--- config.mk ---
export PLATFORM = sky130hd
export DESIGN_NAME = blc_regs
export DESIGN_NICKNAME = d
export VERILOG_FILES = /design/src/inc/blc_pkg.sv /design/src/rtl/blc_law_map.sv /design/src/rtl/blc_regs.sv
export VERILOG_INCLUDE_DIRS = /design/src /design/src/inc
export SDC_FILE = /design/constraint.sdc
export NUM_CORES = 1
export LEC_CHECK = 0
export BUFFER_PORTS_ARGS = -buffer_cell sky130_fd_sc_hd__buf_2
export CAP_MARGIN = 20
export CORE_MARGIN = 4
export CORE_UTILIZATION = 55
export CTS_BUF_LIST = sky130_fd_sc_hd__clkbuf_8
export CTS_CLUSTER_SIZE = 16
export DETAILED_ROUTE_END_ITERATION = 8
export PLACE_DENSITY = 0.72
export SLEW_MARGIN = 25
export SYNTH_ARGS = -nofsm -noshare
export SYNTH_HDL_FRONTEND = slang
export SYNTH_SLANG_ARGS = --single-unit
--- constraint.sdc ---
create_clock -name sys_clk_in -period 31.2 [get_ports sys_clk_in]
set_input_delay 0 -clock sys_clk_in [delete_from_list [all_inputs] [get_ports sys_clk_in]]
set_output_delay 0 -clock sys_clk_in [all_outputs]
set_load 0.005 [all_outputs]
--- src/inc/blc_map.svh ---
// register offsets, field positions, reset values and encodings
`ifndef BLC_MAP_SVH
`define BLC_MAP_SVH

// register offsets on the serial control register port
`define BLC_ADDR_DAYLIGHT_DIM 8'h0A
`define BLC_ADDR_OFFICE_MAX 8'h0B
`define BLC_ADDR_OFFICE_DIM 8'h0C

// current code field and reserved bit
`define BLC_CODE_MSB 6
`define BLC_CODE_LSB 0
`define BLC_RSVD_BIT 7

// reset values and unmapped read answer
`define BLC_RST_REG 8'h00
`define BLC_RST_CODE 7'h00
`define BLC_UNMAPPED_RD 8'h00

// ambient level encodings
`define BLC_LVL_DAYLIGHT 2'h1
`define BLC_LVL_OFFICE 2'h2
`define BLC_LVL_DARK 2'h3

// transfer law encodings
`define BLC_LAW_LINEAR 2'h0
`define BLC_LAW_SQUARE 2'h1
`define BLC_LAW_CUBIC10 2'h2
`define BLC_LAW_CUBIC11 2'h3

// current scale: full code gives 30 mA, expressed in microamps
`define BLC_FULL_UA 32'h0000_7530
`define BLC_FULL_CODE 32'h0000_007F
`define BLC_FULL_CODE_SQ 32'h0000_3F01

`endif

--- src/inc/blc_pkg.sv ---
// types shared by the backlight current register block
package blc_pkg;

    // dim state, one-hot
    typedef enum logic [1:0] {
        BLC_ST_BRIGHT = 2'b01,
        BLC_ST_DIMMED = 2'b10
    } blc_state_t;

    // fade time step class handed to the fade engine
    typedef enum logic [1:0] {
        BLC_STEP_LINEAR = 2'h0,
        BLC_STEP_CUBIC10 = 2'h1,
        BLC_STEP_CUBIC11 = 2'h2
    } blc_step_t;

endpackage

--- src/rtl/blc_law_map.sv ---
// maps a current code to sink current under the selected transfer law
`timescale 1ns/1ps
`include "blc_map.svh"

module blc_law_map #(
    parameter int CODE_W = 7,
    parameter int UA_W = 15
) (
    // clock and reset
    input wire logic sys_clk_in,
    input wire logic rst_in,
    // code and law
    input wire logic [CODE_W-1:0] code_in,
    input wire logic [1:0] law_in,
    // mapped current and step class
    output logic [UA_W-1:0] current_ua_out,
    output blc_pkg::blc_step_t step_out
);

    logic [31:0] lin_prod;
    logic [31:0] sq_prod;
    logic [31:0] nxt_ua;
    logic square_law;

    // cubic laws share the square current curve; only their step differs
    assign square_law = (law_in != `BLC_LAW_LINEAR);

    // linear: equal steps; square: grows with code squared; both end at 30
    always_comb begin
        lin_prod = 32'(code_in) * `BLC_FULL_UA;
        sq_prod = 32'(code_in) * 32'(code_in) * `BLC_FULL_UA;
        if (square_law) begin
            nxt_ua = sq_prod / `BLC_FULL_CODE_SQ;
        end else begin
            nxt_ua = lin_prod / `BLC_FULL_CODE;
        end
    end

    // registered so the sink sees a clean value, one cycle after the code
    always_ff @(posedge sys_clk_in) begin
        if (rst_in) begin
            current_ua_out <= '0;
        end else begin
            current_ua_out <= nxt_ua[UA_W-1:0];
        end
    end

    // time step per code during a fade, by law
    always_ff @(posedge sys_clk_in) begin
        if (rst_in) begin
            step_out <= blc_pkg::BLC_STEP_LINEAR;
        end else begin
            case (law_in)
                `BLC_LAW_CUBIC10: step_out <= blc_pkg::BLC_STEP_CUBIC10;
                `BLC_LAW_CUBIC11: step_out <= blc_pkg::BLC_STEP_CUBIC11;
                default: step_out <= blc_pkg::BLC_STEP_LINEAR;
            endcase
        end
    end

endmodule

--- src/rtl/blc_regs.sv ---
// backlight level current registers, dim control and current selection
`timescale 1ns/1ps
`include "blc_map.svh"

module blc_regs #(
    parameter int CODE_W = 7,
    parameter int UA_W = 15
) (
    // clock and reset
    input wire logic sys_clk_in,
    input wire logic rst_in,
    // register port from the serial control interface
    input wire logic reg_wr_in,
    input wire logic reg_rd_in,
    input wire logic [7:0] reg_addr_in,
    input wire logic [7:0] reg_wdata_in,
    output logic [7:0] reg_rdata_out,
    output logic reg_hit_out,
    // codes held by neighbouring register blocks
    input wire logic [CODE_W-1:0] daylight_max_code_in,
    input wire logic [CODE_W-1:0] dark_max_code_in,
    input wire logic [CODE_W-1:0] dark_dim_code_in,
    // ambient level, law and dim control
    input wire logic [1:0] ambient_level_in,
    input wire logic [1:0] law_in,
    input wire logic dim_en_in,
    input wire logic dim_timeout_in,
    input wire logic wake_in,
    // backlight current to the sink
    output logic [CODE_W-1:0] bl_code_out,
    output logic [UA_W-1:0] bl_current_ua_out,
    output blc_pkg::blc_step_t bl_step_out,
    output logic dimmed_out,
    output logic code_change_out
);

    ////////////////////////////////////////////////////////////////////////
    // register storage

    logic [CODE_W-1:0] daylight_dim_code_ff;
    logic [CODE_W-1:0] office_max_code_ff;
    logic [CODE_W-1:0] office_dim_code_ff;
    logic [7:0] rdata_ff;
    logic hit_ff;
    logic wr_daylight_dim;
    logic wr_office_max;
    logic wr_office_dim;
    logic addr_mapped;

    // address decode for the three registers of this block
    assign wr_daylight_dim = reg_wr_in &&
        (reg_addr_in == `BLC_ADDR_DAYLIGHT_DIM);
    assign wr_office_max = reg_wr_in &&
        (reg_addr_in == `BLC_ADDR_OFFICE_MAX);
    assign wr_office_dim = reg_wr_in &&
        (reg_addr_in == `BLC_ADDR_OFFICE_DIM);
    assign addr_mapped = (reg_addr_in == `BLC_ADDR_DAYLIGHT_DIM) ||
        (reg_addr_in == `BLC_ADDR_OFFICE_MAX) ||
        (reg_addr_in == `BLC_ADDR_OFFICE_DIM);

    // daylight dim code; the reserved bit is simply not stored
    always_ff @(posedge sys_clk_in) begin
        if (rst_in) begin
            daylight_dim_code_ff <= `BLC_RST_CODE;
        end else if (wr_daylight_dim) begin
            daylight_dim_code_ff <=
                reg_wdata_in[`BLC_CODE_MSB:`BLC_CODE_LSB];
        end
    end

    // office maximum code
    always_ff @(posedge sys_clk_in) begin
        if (rst_in) begin
            office_max_code_ff <= `BLC_RST_CODE;
        end else if (wr_office_max) begin
            office_max_code_ff <=
                reg_wdata_in[`BLC_CODE_MSB:`BLC_CODE_LSB];
        end
    end

    // office dim code
    always_ff @(posedge sys_clk_in) begin
        if (rst_in) begin
            office_dim_code_ff <= `BLC_RST_CODE;
        end else if (wr_office_dim) begin
            office_dim_code_ff <=
                reg_wdata_in[`BLC_CODE_MSB:`BLC_CODE_LSB];
        end
    end

    ////////////////////////////////////////////////////////////////////////
    // register read-back

    logic [7:0] nxt_rdata;

    // reserved bit 7 reads as zero; unmapped offsets read the fixed answer
    always_comb begin
        nxt_rdata = `BLC_UNMAPPED_RD;
        case (reg_addr_in)
            `BLC_ADDR_DAYLIGHT_DIM: nxt_rdata = {1'b0, daylight_dim_code_ff};
            `BLC_ADDR_OFFICE_MAX: nxt_rdata = {1'b0, office_max_code_ff};
            `BLC_ADDR_OFFICE_DIM: nxt_rdata = {1'b0, office_dim_code_ff};
            default: nxt_rdata = `BLC_UNMAPPED_RD;
        endcase
    end

    // read data is captured on the read strobe and held until the next one
    always_ff @(posedge sys_clk_in) begin
        if (rst_in) begin
            rdata_ff <= `BLC_RST_REG;
            hit_ff <= 1'b0;
        end else if (reg_rd_in) begin
            rdata_ff <= nxt_rdata;
            hit_ff <= addr_mapped;
        end
    end

    assign reg_rdata_out = rdata_ff;
    assign reg_hit_out = hit_ff;

    ////////////////////////////////////////////////////////////////////////
    // dim state

    blc_pkg::blc_state_t state_ff;
    blc_pkg::blc_state_t nxt_state;

    // dim enable forces the dim state and holds it; a timeout enters it
    // and only wake activity leaves it, so a quiet panel stays dimmed;
    // a timeout in the same cycle as wake wins, so dimming is never lost
    always_comb begin
        nxt_state = state_ff;
        case (state_ff)
            blc_pkg::BLC_ST_BRIGHT: begin
                if (dim_en_in || dim_timeout_in) begin
                    nxt_state = blc_pkg::BLC_ST_DIMMED;
                end
            end
            blc_pkg::BLC_ST_DIMMED: begin
                if (!dim_en_in && !dim_timeout_in && wake_in) begin
                    nxt_state = blc_pkg::BLC_ST_BRIGHT;
                end
            end
            default: nxt_state = blc_pkg::BLC_ST_BRIGHT;
        endcase
    end

    always_ff @(posedge sys_clk_in) begin
        if (rst_in) begin
            state_ff <= blc_pkg::BLC_ST_BRIGHT;
        end else begin
            state_ff <= nxt_state;
        end
    end

    ////////////////////////////////////////////////////////////////////////
    // code selection

    logic [CODE_W-1:0] max_code;
    logic [CODE_W-1:0] dim_code;
    logic [CODE_W-1:0] nxt_code;
    logic [CODE_W-1:0] code_ff;
    logic change_ff;

    // maximum and dim codes of the level currently detected
    always_comb begin
        case (ambient_level_in)
            `BLC_LVL_OFFICE: begin
                max_code = office_max_code_ff;
                dim_code = office_dim_code_ff;
            end
            `BLC_LVL_DARK: begin
                max_code = dark_max_code_in;
                dim_code = dark_dim_code_in;
            end
            default: begin
                max_code = daylight_max_code_in;
                dim_code = daylight_dim_code_ff;
            end
        endcase
    end

    // the dim state picks the dim code, otherwise the level maximum
    assign nxt_code = (nxt_state == blc_pkg::BLC_ST_DIMMED) ?
        dim_code : max_code;

    // registered code; a change flag tells the fade engine to start
    always_ff @(posedge sys_clk_in) begin
        if (rst_in) begin
            code_ff <= `BLC_RST_CODE;
            change_ff <= 1'b0;
        end else begin
            code_ff <= nxt_code;
            change_ff <= (nxt_code != code_ff);
        end
    end

    assign bl_code_out = code_ff;
    assign code_change_out = change_ff;
    assign dimmed_out = (state_ff == blc_pkg::BLC_ST_DIMMED);

    ////////////////////////////////////////////////////////////////////////
    // transfer law mapping

    // current follows the code by one more cycle, which keeps the divider
    // off the code register's timing path
    blc_law_map #(
        .CODE_W(CODE_W),
        .UA_W(UA_W)
    ) u_law_map (
        .sys_clk_in(sys_clk_in),
        .rst_in(rst_in),
        .code_in(code_ff),
        .law_in(law_in),
        .current_ua_out(bl_current_ua_out),
        .step_out(bl_step_out)
    );

endmodule

==> results by group, run 1 <==
Status
  • Run status: complete, no violations

Min path
  • Hold_sp: reg_wr_in
  • Worst Hold Class: in -> reg

STA
  • Final min period: 29380 ps
  • Total negative setup slack: 0 ps
  • Fin. max-slew vios: 0
  • Final Hold Violating Endpoints: 0
  • RSZ-0062 raised after global routing: no
  • Worst slew pin tran: 1110 ps
  • Tcrit/Tclk final: 94.2%
  • Fin Clk Skew: 12.4 ps
  • Final setup viols: 0
  • Peak Freq: 34.0 MHz
  • Slew headroom: 26.0%

Finish
  • Ant diodes: 0
  • Layout area overhead: 4.37%
  • Layout Nets: 3038
  • Most common cell after layout, fill and taps aside: nor2_1
  • Fillers: 3414
  • Area of the multi-input gates: 18000 um2
  • Share of cells above drive strength 1: 10.5%
  • Most frequent cells in the layout: nor2_1 (255), nand2_1 (241), inv_1 (187)
  • Storage cell area: 1120 um2

Clock tree
  • H-tree depth: 2
  • Longest Clk Path Bufs: 2
  • CTS tree: yes
  • Clk pin slew, worst setup/hold paths: 110 ps
  • CTS Sinks: 56
  • Setup Buffers After CTS: 0
  • Cts bufs inserted: 5
  • Root buf cell: clkbuf_8
  • Worst-Skew Late Latency: 320 ps

GRT
  • GR Overflow Total: 0
  • GRT Total Usage: 29.6%
  • Largest net degree at the start of global routing: 57
  • Vias in the first global route: 20400
  • First-pass GRT wire length: 101000 um
  • Initial antenna violation count: 1

Worst setup path
  • Most frequent CP cell: ha_1
  • Critical Path Start Type: flip-flop
  • Slowest CP cell: or4_1
  • Worst Path Arrival: 29570 ps
  • CP peak stage delay: 730 ps
  • Highest net fanout along the worst path: 19
  • Required @ worst endpoint: 31390 ps
  • R2r setup slk: 1820 ps
  • Nature of the critical path endpoint: flip-flop
  • CP Class: reg -> reg
  • CP startpoint: bl_code_out[4]
  • Worst reg2reg startpoint: bl_code_out[4]

Synth
  • Register area share after synthesis: 5.55%
  • Synthesized flop and latch total: 56
  • Top cell type's share of synthesized area: 10.1%
  • Post-Syn Area: 20200 um2
  • Top FF cell, synth: dfxtp_1
  • FFs w/ async S/R, synth: 0%
  • Avg Inst Size Synth: 7.35 um2
  • Post-synth EDFFs: 0
  • Largest cells by area after synthesis: ha_1 (10%), fa_1 (6.6%), dfxtp_1 (5.5%)
  • Yosys top cell by area: ha_1
  • Synth cell types: 142
  • Cells after Synth: 2747
  • Syn Nets: 3025
  • Synth Warn #: 0

Routing
  • Initial DRC Count: 2293
  • Routed wire length: 61100 um
  • Via count: 21600
  • DRC violations left: 0
  • Drt pass-1 iters: 6
  • Mean routed wirelength per cell: 19.0 um
  • Vias per cell: 6.72
  • Final ANT Viol Nets: 0

Placement
  • Final GP Congestion: 0.981
  • PortBufs: 80
  • Final HPWL DP: 49900 um

Floorplanning
  • Site row count: 69
  • Die area: 39900 um2
  • Starting Density: 56.3%
  • Ports: 83
  • Die height: 200 um
  • Core area: 35900 um2
  • Die X-Extent: 200 um

Run
  • Max-Cap Viols: 0
[what timing repair did]
item,in CTS,in global routing
hold buffers,10,0
endpoints found under the setup margin,0,2
gates resized for setup,0,10
endpoints found under the hold margin,23,0
[per-layer routing]
layer / GRT usage [%] / share of wire [%] / wire [um] / up-vias
met1: 41.2 / 45 / 27200 / 10300
li1: - / - / - / 10300
met2: 49.1 / 46 / 28200 / 891
met5: 0 / 0.016 / 10 / -
met3: 2.78 / 6.3 / 3830 / 123
met4: 8.08 / 3.0 / 1810 / 2
[logic make-up (layout without fill, tap and decap cells)]
group                    after synthesis  count (layout)  share of synthesized area [%]
AO/OA/AOI/OAI                        837             837                           31.3
other                                  1               1                         0.0186
flip-flops                            56              56                           5.55
AND/OR/NAND/NOR                     1075            1075                           27.8
XOR/XNOR                             190             190                           8.60
buffers and inverters                286             300                           5.81
multiplexers                          72              72                           4.16
adder cells (fa/ha/maj)              230             230                           16.7
[cell usage after synthesis, types with 19 or more instances]
| master | count |
|---|---|
| nor3_1 | 91 |
| xnor2_1 | 122 |
| buf_2 | 25 |
| fa_1 | 67 |
| mux2i_1 | 43 |
| o21ai_1 | 35 |
| or3_1 | 37 |
| or2_2 | 26 |
| nand2_1 | 241 |
| nor2b_1 | 19 |
| and2_1 | 38 |
| nor2_1 | 256 |
| a21o_1 | 39 |
| clkbuf_1 | 51 |
| a21boi_0 | 21 |
| o21ai_0 | 83 |
| o31ai_1 | 22 |
| nand2b_1 | 23 |
| a21oi_1 | 158 |
| nand4_1 | 37 |
| a211oi_1 | 53 |
| nand3_1 | 111 |
| mux2_2 | 20 |
| and3_1 | 41 |
| nor4_1 | 19 |
| xor2_1 | 60 |
| dfxtp_1 | 56 |
| o211ai_1 | 38 |
| a31oi_1 | 36 |
| ha_1 | 163 |
| o21a_1 | 30 |
| inv_1 | 187 |
[sequential cells by signal, summed over array words and instances, names as in the netlist]
register	cells
daylight_dim_code_ff	7
u_law_map.current_ua_out	15
reg_hit_out	1
office_max_code_ff	7
u_law_map.step_out	2
office_dim_code_ff	7
bl_code_out	7
code_change_out	1
reg_rdata_out	7
state_ff	2
[worst max-delay path: cells and delay by family, from the launching register on]
family | cells | cell delay (ps)
AO/OA/AOI/OAI | 34 | 10780
XOR/XNOR | 4 | 990
adder cells (fa/ha/maj) | 15 | 5660
buffers and inverters | 11 | 1620
flip-flops | 1 | 650
multiplexers | 1 | 350
AND/OR/NAND/NOR | 25 | 9090
[metrics by stage]
stage	instance area, um2	std cells	utilization, %	setup WS [ps]	hold slack, ps
detailed placement	20800	3204	57.9	1590	222
finish	21100	3222	58.7	1820	43.6
global placement	20800	3204	57.9	2260	201
global route	21100	3222	58.7	23.9	47.0
CTS	21000	3222	58.5	1480	31.7
floorplan	20200	2747	-	6840	76.1
[path summary, 6_finish.rpt]
path / to / cells past startpoint
worst min register to register: office_dim_code_ff[0] / 2
worst max-delay path: u_law_map.current_ua_out[0] / 90
worst max register to register: u_law_map.current_ua_out[0] / 90
worst min-delay path: office_dim_code_ff[5] / 3
[layout make-up]
cell class	count	area share, %
well taps	461	2.74
repair buffers	100	2.73
multi-input cells	2405	85.2
inverters	192	3.42
clock inverters	3	0.220
flip-flops and latches	56	5.33
clock buffers	5	0.326
Power of run 1 is left out: the tool's default activity adds up to more than one toggle a clock period on the data nets, which glitch-free logic cannot reach.
==> run 2: changes to the inputs <==
--- a/config.mk
+++ b/config.mk
@@ -10,4 +10,6 @@
 export CAP_MARGIN = 20
+export CELL_PAD_IN_SITES_DETAIL_PLACEMENT = 0
+export CELL_PAD_IN_SITES_GLOBAL_PLACEMENT = 2
 export CORE_MARGIN = 4
-export CORE_UTILIZATION = 55
+export CORE_UTILIZATION = 39
 export CTS_BUF_LIST = sky130_fd_sc_hd__clkbuf_8
@@ -15,3 +17,3 @@
 export DETAILED_ROUTE_END_ITERATION = 8
-export PLACE_DENSITY = 0.72
+export PLACE_DENSITY_LB_ADDON = 0.1
 export SLEW_MARGIN = 25
==> constraint.sdc (replaced) <==
create_clock -name sys_clk_in -period 31.2 [get_ports sys_clk_in]
set_input_delay 4.68 -clock sys_clk_in [delete_from_list [all_inputs] [get_ports sys_clk_in]]
set_output_delay 4.68 -clock sys_clk_in [all_outputs]
set_load 0.005 [all_outputs]
==> run 2 against run 1 <==
  * Final area up 1.2%
  * Critical endpoint unchanged
  * Final cell count up 6.8%
  * Hold slack better by 440 ps
  * Largest cell class unchanged
  * Fmax down 0.26%
  * Register-to-register slack worse by 80 ps
  * Sequential share of layout area down 0.062 points
  * Global-route usage down 6.6 points
  * Clock-buffer cell count up 1
  * Clock skew about the same
==> results by group, run 2 (synthesized netlist as in run 1, its figures left out) <==
STA
  • Final min period: 29460 ps (+76.6 ps)
  • Fin. max-slew vios: 0 (unchanged)
  • Tcrit/Tclk final: 94.4% (+0.25 points)
  • Final setup viols: 0 (unchanged)
  • Slew headroom: 33.0% (+7.0 points)
  • Peak Freq: 33.9 MHz (-0.26%)
  • Setup ws final: 1740 ps (-76.6 ps)
  • RSZ-0062 raised after global routing: no
  • Worst slew pin tran: 1010 ps (-102 ps)
  • Final Hold Violating Endpoints: 0 (unchanged)
  • Fin Clk Skew: 12.5 ps (+0.104 ps)
  • Total negative setup slack: 0 ps (unchanged)

Worst setup path
  • CP Class: reg -> reg
  • Nature of the critical path endpoint: flip-flop
  • Most frequent CP cell: ha_1
  • Critical Path Start Type: flip-flop
  • CP peak stage delay: 750 ps (+20 ps)
  • Highest net fanout along the worst path: 20 (+1)
  • Slowest CP cell: o311ai_0
  • Worst Path Arrival: 29640 ps (+70 ps)
  • Required @ worst endpoint: 31380 ps (about the same)

Finish
  • Most frequent cells in the layout: nor2_1 (255), nand2_1 (241), inv_1 (187)
  • Share of cells above drive strength 1: 10.9% (+0.40 points)
  • Most common cell after layout, fill and taps aside: nor2_1
  • Layout area overhead: 5.60%
  • Max reg flops: 15 (unchanged)
  • Layout Nets: 3038 (unchanged)
  • Ant diodes: 0 (unchanged)
  • Biggest register: u_law_map.current_ua_out
  • Fillers: 5457 (+60%)

Routing
  • DRC violations left: 0 (unchanged)
  • Drt pass-1 iters: 5 (-1)
  • Initial DRC Count: 1477 (-36%)
  • Via count: 21200 (-2.3%)
  • Vias per cell: 6.15 (-8.5%)
  • Final ANT Viol Nets: 0 (unchanged)
  • Routed wire length: 67600 um (+11%)
  • Mean routed wirelength per cell: 19.7 um (+3.7%)

Placement
  • Worst slack at placement: 1730 ps (+145 ps)
  • Final HPWL DP: 55900 um (+12%)
  • PortBufs: 80 (unchanged)
  • Final GP Congestion: 0.937 (-4.6%)

Floorplanning
  • Die area: 55500 um2 (+39%)
  • Core area: 51300 um2 (+43%)
  • Site row count: 83 (+20%)
  • Die X-Extent: 236 um (+18%)
  • Starting Density: 39.4% (-17 points)
  • Die height: 236 um (+18%)
  • Ports: 83 (unchanged)

Clock tree
  • CTS Sinks: 56 (unchanged)
  • Cts bufs inserted: 5 (unchanged)
  • Root buf cell: clkbuf_8
  • Hold-fix buffers, CTS: 0 (-10)
  • H-tree depth: 2 (unchanged)
  • Clk pin slew, worst setup/hold paths: 100 ps (about the same)
  • Longest Clk Path Bufs: 2 (unchanged)
  • Worst-Skew Late Latency: 320 ps (about the same)
  • CTS tree: yes

GRT
  • GR Overflow Total: 0 (unchanged)
  • First-pass GRT wire length: 109000 um (+7.5%)
  • Initial antenna violation count: 0 (-1)
  • GRT Total Usage: 23.0% (-6.6 points)
  • Largest net degree at the start of global routing: 57 (unchanged)
  • Vias in the first global route: 19900 (-2.6%)

Min path
  • Worst Hold Class: reg -> reg

Run
  • Max-Cap Viols: 0 (unchanged)

Status
  • Run status: complete, no violations
[run 2: cell count changes in the layout (fill, tap and decap cells not counted), moves of 2 or more]
cell | previous run | this run
buf_4 | 10 | 20
o311ai_1 | 5 | 7
o21ai_2 | 6 | 8
a211oi_4 | 3 | 1
dlygate4sd3_1 | 10 | 0
[run 2: final timing paths]
check	from	to	slack (ps)	depth (start not counted)
setup / recovery	bl_code_out[0]	u_law_map.current_ua_out[0]	1740	89
hold / removal	office_dim_code_ff[5]	office_dim_code_ff[5]	480	2
hold reg to reg	office_dim_code_ff[5]	office_dim_code_ff[5]	480	2
setup reg to reg	bl_code_out[0]	u_law_map.current_ua_out[0]	1740	89
[run 2: routing by layer]
metal | wire length [um] | up-vias | track usage (%)
met5 | 0 | - | 0
met4 | 1080 | 0 | 3.72
met3 | 2320 | 55 | 1.07
met2 | 32000 | 509 | 38.9
met1 | 32300 | 10300 | 33.1
li1 | - | 10300 | -
[run 2: stage by stage]
step | cell area [um2] | util (%) | instances | hold slack, ps
after global placement | 21100 | 41.2 | 3431 | 454
after detailed placement | 21100 | 41.2 | 3431 | 465
after CTS | 21300 | 41.5 | 3439 | 481
after floorplan | 20200 | - | 2747 | 447
final | 21300 | 41.6 | 3441 | 482
after global routing | 21300 | 41.6 | 3441 | 496
[run 2: critical path: cells and delay by family, from the launching register on]
family                   cells  cell delay (ps)
AO/OA/AOI/OAI               34            12890
XOR/XNOR                     2              690
adder cells (fa/ha/maj)     14             5350
buffers and inverters       10             1670
flip-flops                   1              710
multiplexers                 2              760
AND/OR/NAND/NOR             27             7110
[run 2: layout make-up]
class                   instances  area, um2  share of cell area (%)
inverters                     192        722                    3.38
clock buffers                   6       82.6                   0.387
well taps                     680        851                    3.99
flip-flops and latches         56       1120                    5.27
clock inverters                 2       38.8                   0.182
repair buffers                100        551                    2.58
multi-input cells            2405      18000                    84.2
[run 2: what timing repair did]
item,4_1_cts,5_1_grt
setup endpoints to repair,0,1
gates resized for setup,0,10
setup buffers,0,2
hold endpoints to repair,0,0
Power of run 2 is left out for the same reason.
==> run 3: changes to the inputs <==
- CORE_UTILIZATION: 39 -> 35
- CTS_BUF_LIST: sky130_fd_sc_hd__clkbuf_8 -> unset
- clock period: 31.2 -> 24.6 ns (I/O delays scaled with it)
==> run 3 against run 2 <==
  * First-iteration DRC count shrank 24%
  * Via count grew 5.7%
  * Highest routed layer unchanged
  * Sequential share of layout area shrank 0.82 points
  * Clock-buffer cell count shrank 1
  * Utilization grew 3.0 points
  * Largest cell class unchanged
  * Fmax grew 24%
  * Non-clock buffer count grew 300
==> results by group, run 3 (synthesized netlist as in run 1, its figures left out) <==
Status
  • Run status: complete, no violations

GRT
  • Initial antenna violation count: 0 (unchanged)
  • Largest net degree at the start of global routing: 57 (unchanged)
  • GR Overflow Total: 0 (unchanged)
  • First-pass GRT wire length: 116000 um (+6.4%)
  • Vias in the first global route: 21400 (+7.8%)
  • GRT Total Usage: 22.8% (-0.19 points)

Routing
  • Vias per cell: 5.85 (-4.8%)
  • Via count: 22400 (+5.7%)
  • Routed wire length: 75000 um (+11%)
  • DRC violations left: 0 (unchanged)
  • Mean routed wirelength per cell: 19.6 um (about the same)
  • Final ANT Viol Nets: 0 (unchanged)
  • Total length of routed met3 wires: 2490 um (+7.6%)
  • Wl on met1: 34100 um (+5.9%)
  • Drt pass-1 iters: 6 (+1)
  • Initial DRC Count: 1121 (-24%)
  • DR top layer: met4
  • Routed wl met2: 36400 um (+14%)

STA
  • Total negative setup slack: 0 ps (unchanged)
  • Fin Clk Skew: 14.7 ps (+2.18 ps)
  • Slew headroom: 26.3% (-6.6 points)
  • Final setup viols: 0 (unchanged)
  • Fin Hold WS: 483 ps (+0.759 ps)
  • Tcrit/Tclk final: 96.4% (+2.0 points)
  • Peak Freq: 42.2 MHz (+24%)
  • Fin. max-slew vios: 0 (unchanged)
  • Final min period: 23720 ps (-5740 ps)
  • Worst slew pin tran: 1100 ps (+91.8 ps)
  • Final Hold Violating Endpoints: 0 (unchanged)

Finish
  • Share of cells above drive strength 1: 26.1% (+15 points)
  • Fin cells: 3819 (+11%)
  • Most frequent cells in the layout: buf_4 (310), nor2_1 (238), nand2_1 (235)
  • Most common cell after layout, fill and taps aside: buf_4
  • Fillers: 5811 (+6.5%)
  • Layout area overhead: 25.2%
  • Max reg flops: 15 (unchanged)
  • Biggest register: u_law_map.current_ua_out
  • Layout Nets: 3339 (+9.9%)

Placement
  • PortBufs: 80 (unchanged)
  • Final GP Congestion: 0.936 (-0.12%)
  • DP Cell Count: 3728 (+8.7%)
  • Final HPWL DP: 61600 um (+10%)

Worst setup path
  • Critical Path Start Type: flip-flop
  • Slowest CP cell: or4_4
  • Worst Path Arrival: 23890 ps (-5750 ps)
  • Required @ worst endpoint: 24770 ps (-6610 ps)
  • CP peak stage delay: 570 ps (-180 ps)
  • Crit Reg-Reg Endpoint: u_law_map.current_ua_out[0]
  • Worst reg2reg startpoint: bl_code_out[2]
  • Nature of the critical path endpoint: flip-flop
  • CP startpoint: bl_code_out[2]
  • Highest net fanout along the worst path: 9 (-55%)
  • R2r setup slk: 880 ps (-860 ps)
  • Worst Reg2Reg Path Length in Cells: 95 (+6.7%)
  • CP Class: reg -> reg
  • Most frequent CP cell: buf_4
  • Worst Setup EP: u_law_map.current_ua_out[0]

Clock tree
  • Longest Clk Path Bufs: 2 (unchanged)
  • Clk pin slew, worst setup/hold paths: 90 ps (about the same)
  • Cts bufs inserted: 5 (unchanged)
  • Root buf cell: clkbuf_16
  • CTS tree: yes
  • CTS Sinks: 56 (unchanged)
  • H-tree depth: 2 (unchanged)
  • Worst-Skew Late Latency: 310 ps (about the same)

Floorplanning
  • Site row count: 87 (+4.8%)
  • Die height: 248 um (+5.4%)
  • Die X-Extent: 248 um (+5.4%)
  • Starting Density: 35.6% (-3.8 points)
  • Ports: 83 (unchanged)
  • Core area: 56700 um2 (+11%)
  • Die area: 61600 um2 (+11%)

Run
  • Max-Cap Viols: 0 (unchanged)

Min path
  • Worst Hold Class: reg -> reg
==> run 3: changes by cell type in the layout (fill, tap and decap cells not counted), moves of 11 or more <==
| cell | delta |
|---|---|
| nor2_2 | +11 |
| a21oi_1 | -22 |
| buf_4 | +290 |
| ha_4 | +13 |
| nor2_1 | -17 |
| ha_1 | -17 |
| a21oi_2 | +18 |
==> run 3: routing by layer <==
metal	global-route usage, %	up-vias
met3	2.07	96
li1	-	10900
met5	0	-
met4	5.51	0
met2	39.9	441
met1	30.4	10900
==> run 3: layout make-up <==
| class | instances | area, um2 | area share, % |
|---|---|---|---|
| Antenna cell | 1 | 2.50 | 0.00989 |
| Clock buffer | 5 | 125 | 0.495 |
| Inverter | 192 | 722 | 2.85 |
| Clock inverter | 3 | 27.5 | 0.109 |
| Multi-Input combinational cell | 2406 | 19500 | 77.0 |
| Timing Repair Buffer | 400 | 2880 | 11.4 |
| Sequential cell | 56 | 1120 | 4.44 |
| Tap cell | 756 | 946 | 3.74 |
==> run 3: through the flow <==
step           util (%)  worst slack [ps]  area [um2]
5_1_grt            44.6              -146       25300
3_5_place_dp       40.4              -803       22900
6_report           44.6               876       25300
3_3_place_gp       40.4              -608       22900
2_1_floorplan         -               235       20200
4_1_cts            41.0              12.5       23200
==> run 3: worst min path at each step <==
| stage | to | slack (ps) | depth (start not counted) | from |
|---|---|---|---|---|
| 3_5_place_dp | office_dim_code_ff[1] | 470 | 2 | office_dim_code_ff[1] |
| 3_3_place_gp | office_dim_code_ff[1] | 450 | 2 | office_dim_code_ff[1] |
| 6_report | office_dim_code_ff[2] | 480 | 2 | office_dim_code_ff[2] |
| 4_1_cts | office_dim_code_ff[1] | 480 | 2 | office_dim_code_ff[1] |
| 2_1_floorplan | office_dim_code_ff[0] | 450 | 2 | office_dim_code_ff[0] |
| 5_1_grt | office_dim_code_ff[1] | 510 | 2 | office_dim_code_ff[1] |
==> run 3: timing repair <==
action | 4_1_cts | 5_1_grt
hold buffers | 0 | 0
cloned | 0 | 2
gates resized for setup | 27 | 284
pin swaps | 5 | 93
setup buffers | 9 | 71
setup endpoints to repair | 1 | 2
==> run 3: critical path: cells and delay by family, from the launching register on <==
family,cells,cell delay [ps]
AOI/OAI and AO/OA,30,7510
xor gates and xnor gates,5,920
adders and majority gates,14,5330
buffers and inverters,18,2260
DFF,1,350
muxes,2,590
and+or+nand+nor,26,6600
Power of run 3 is left out for the same reason.
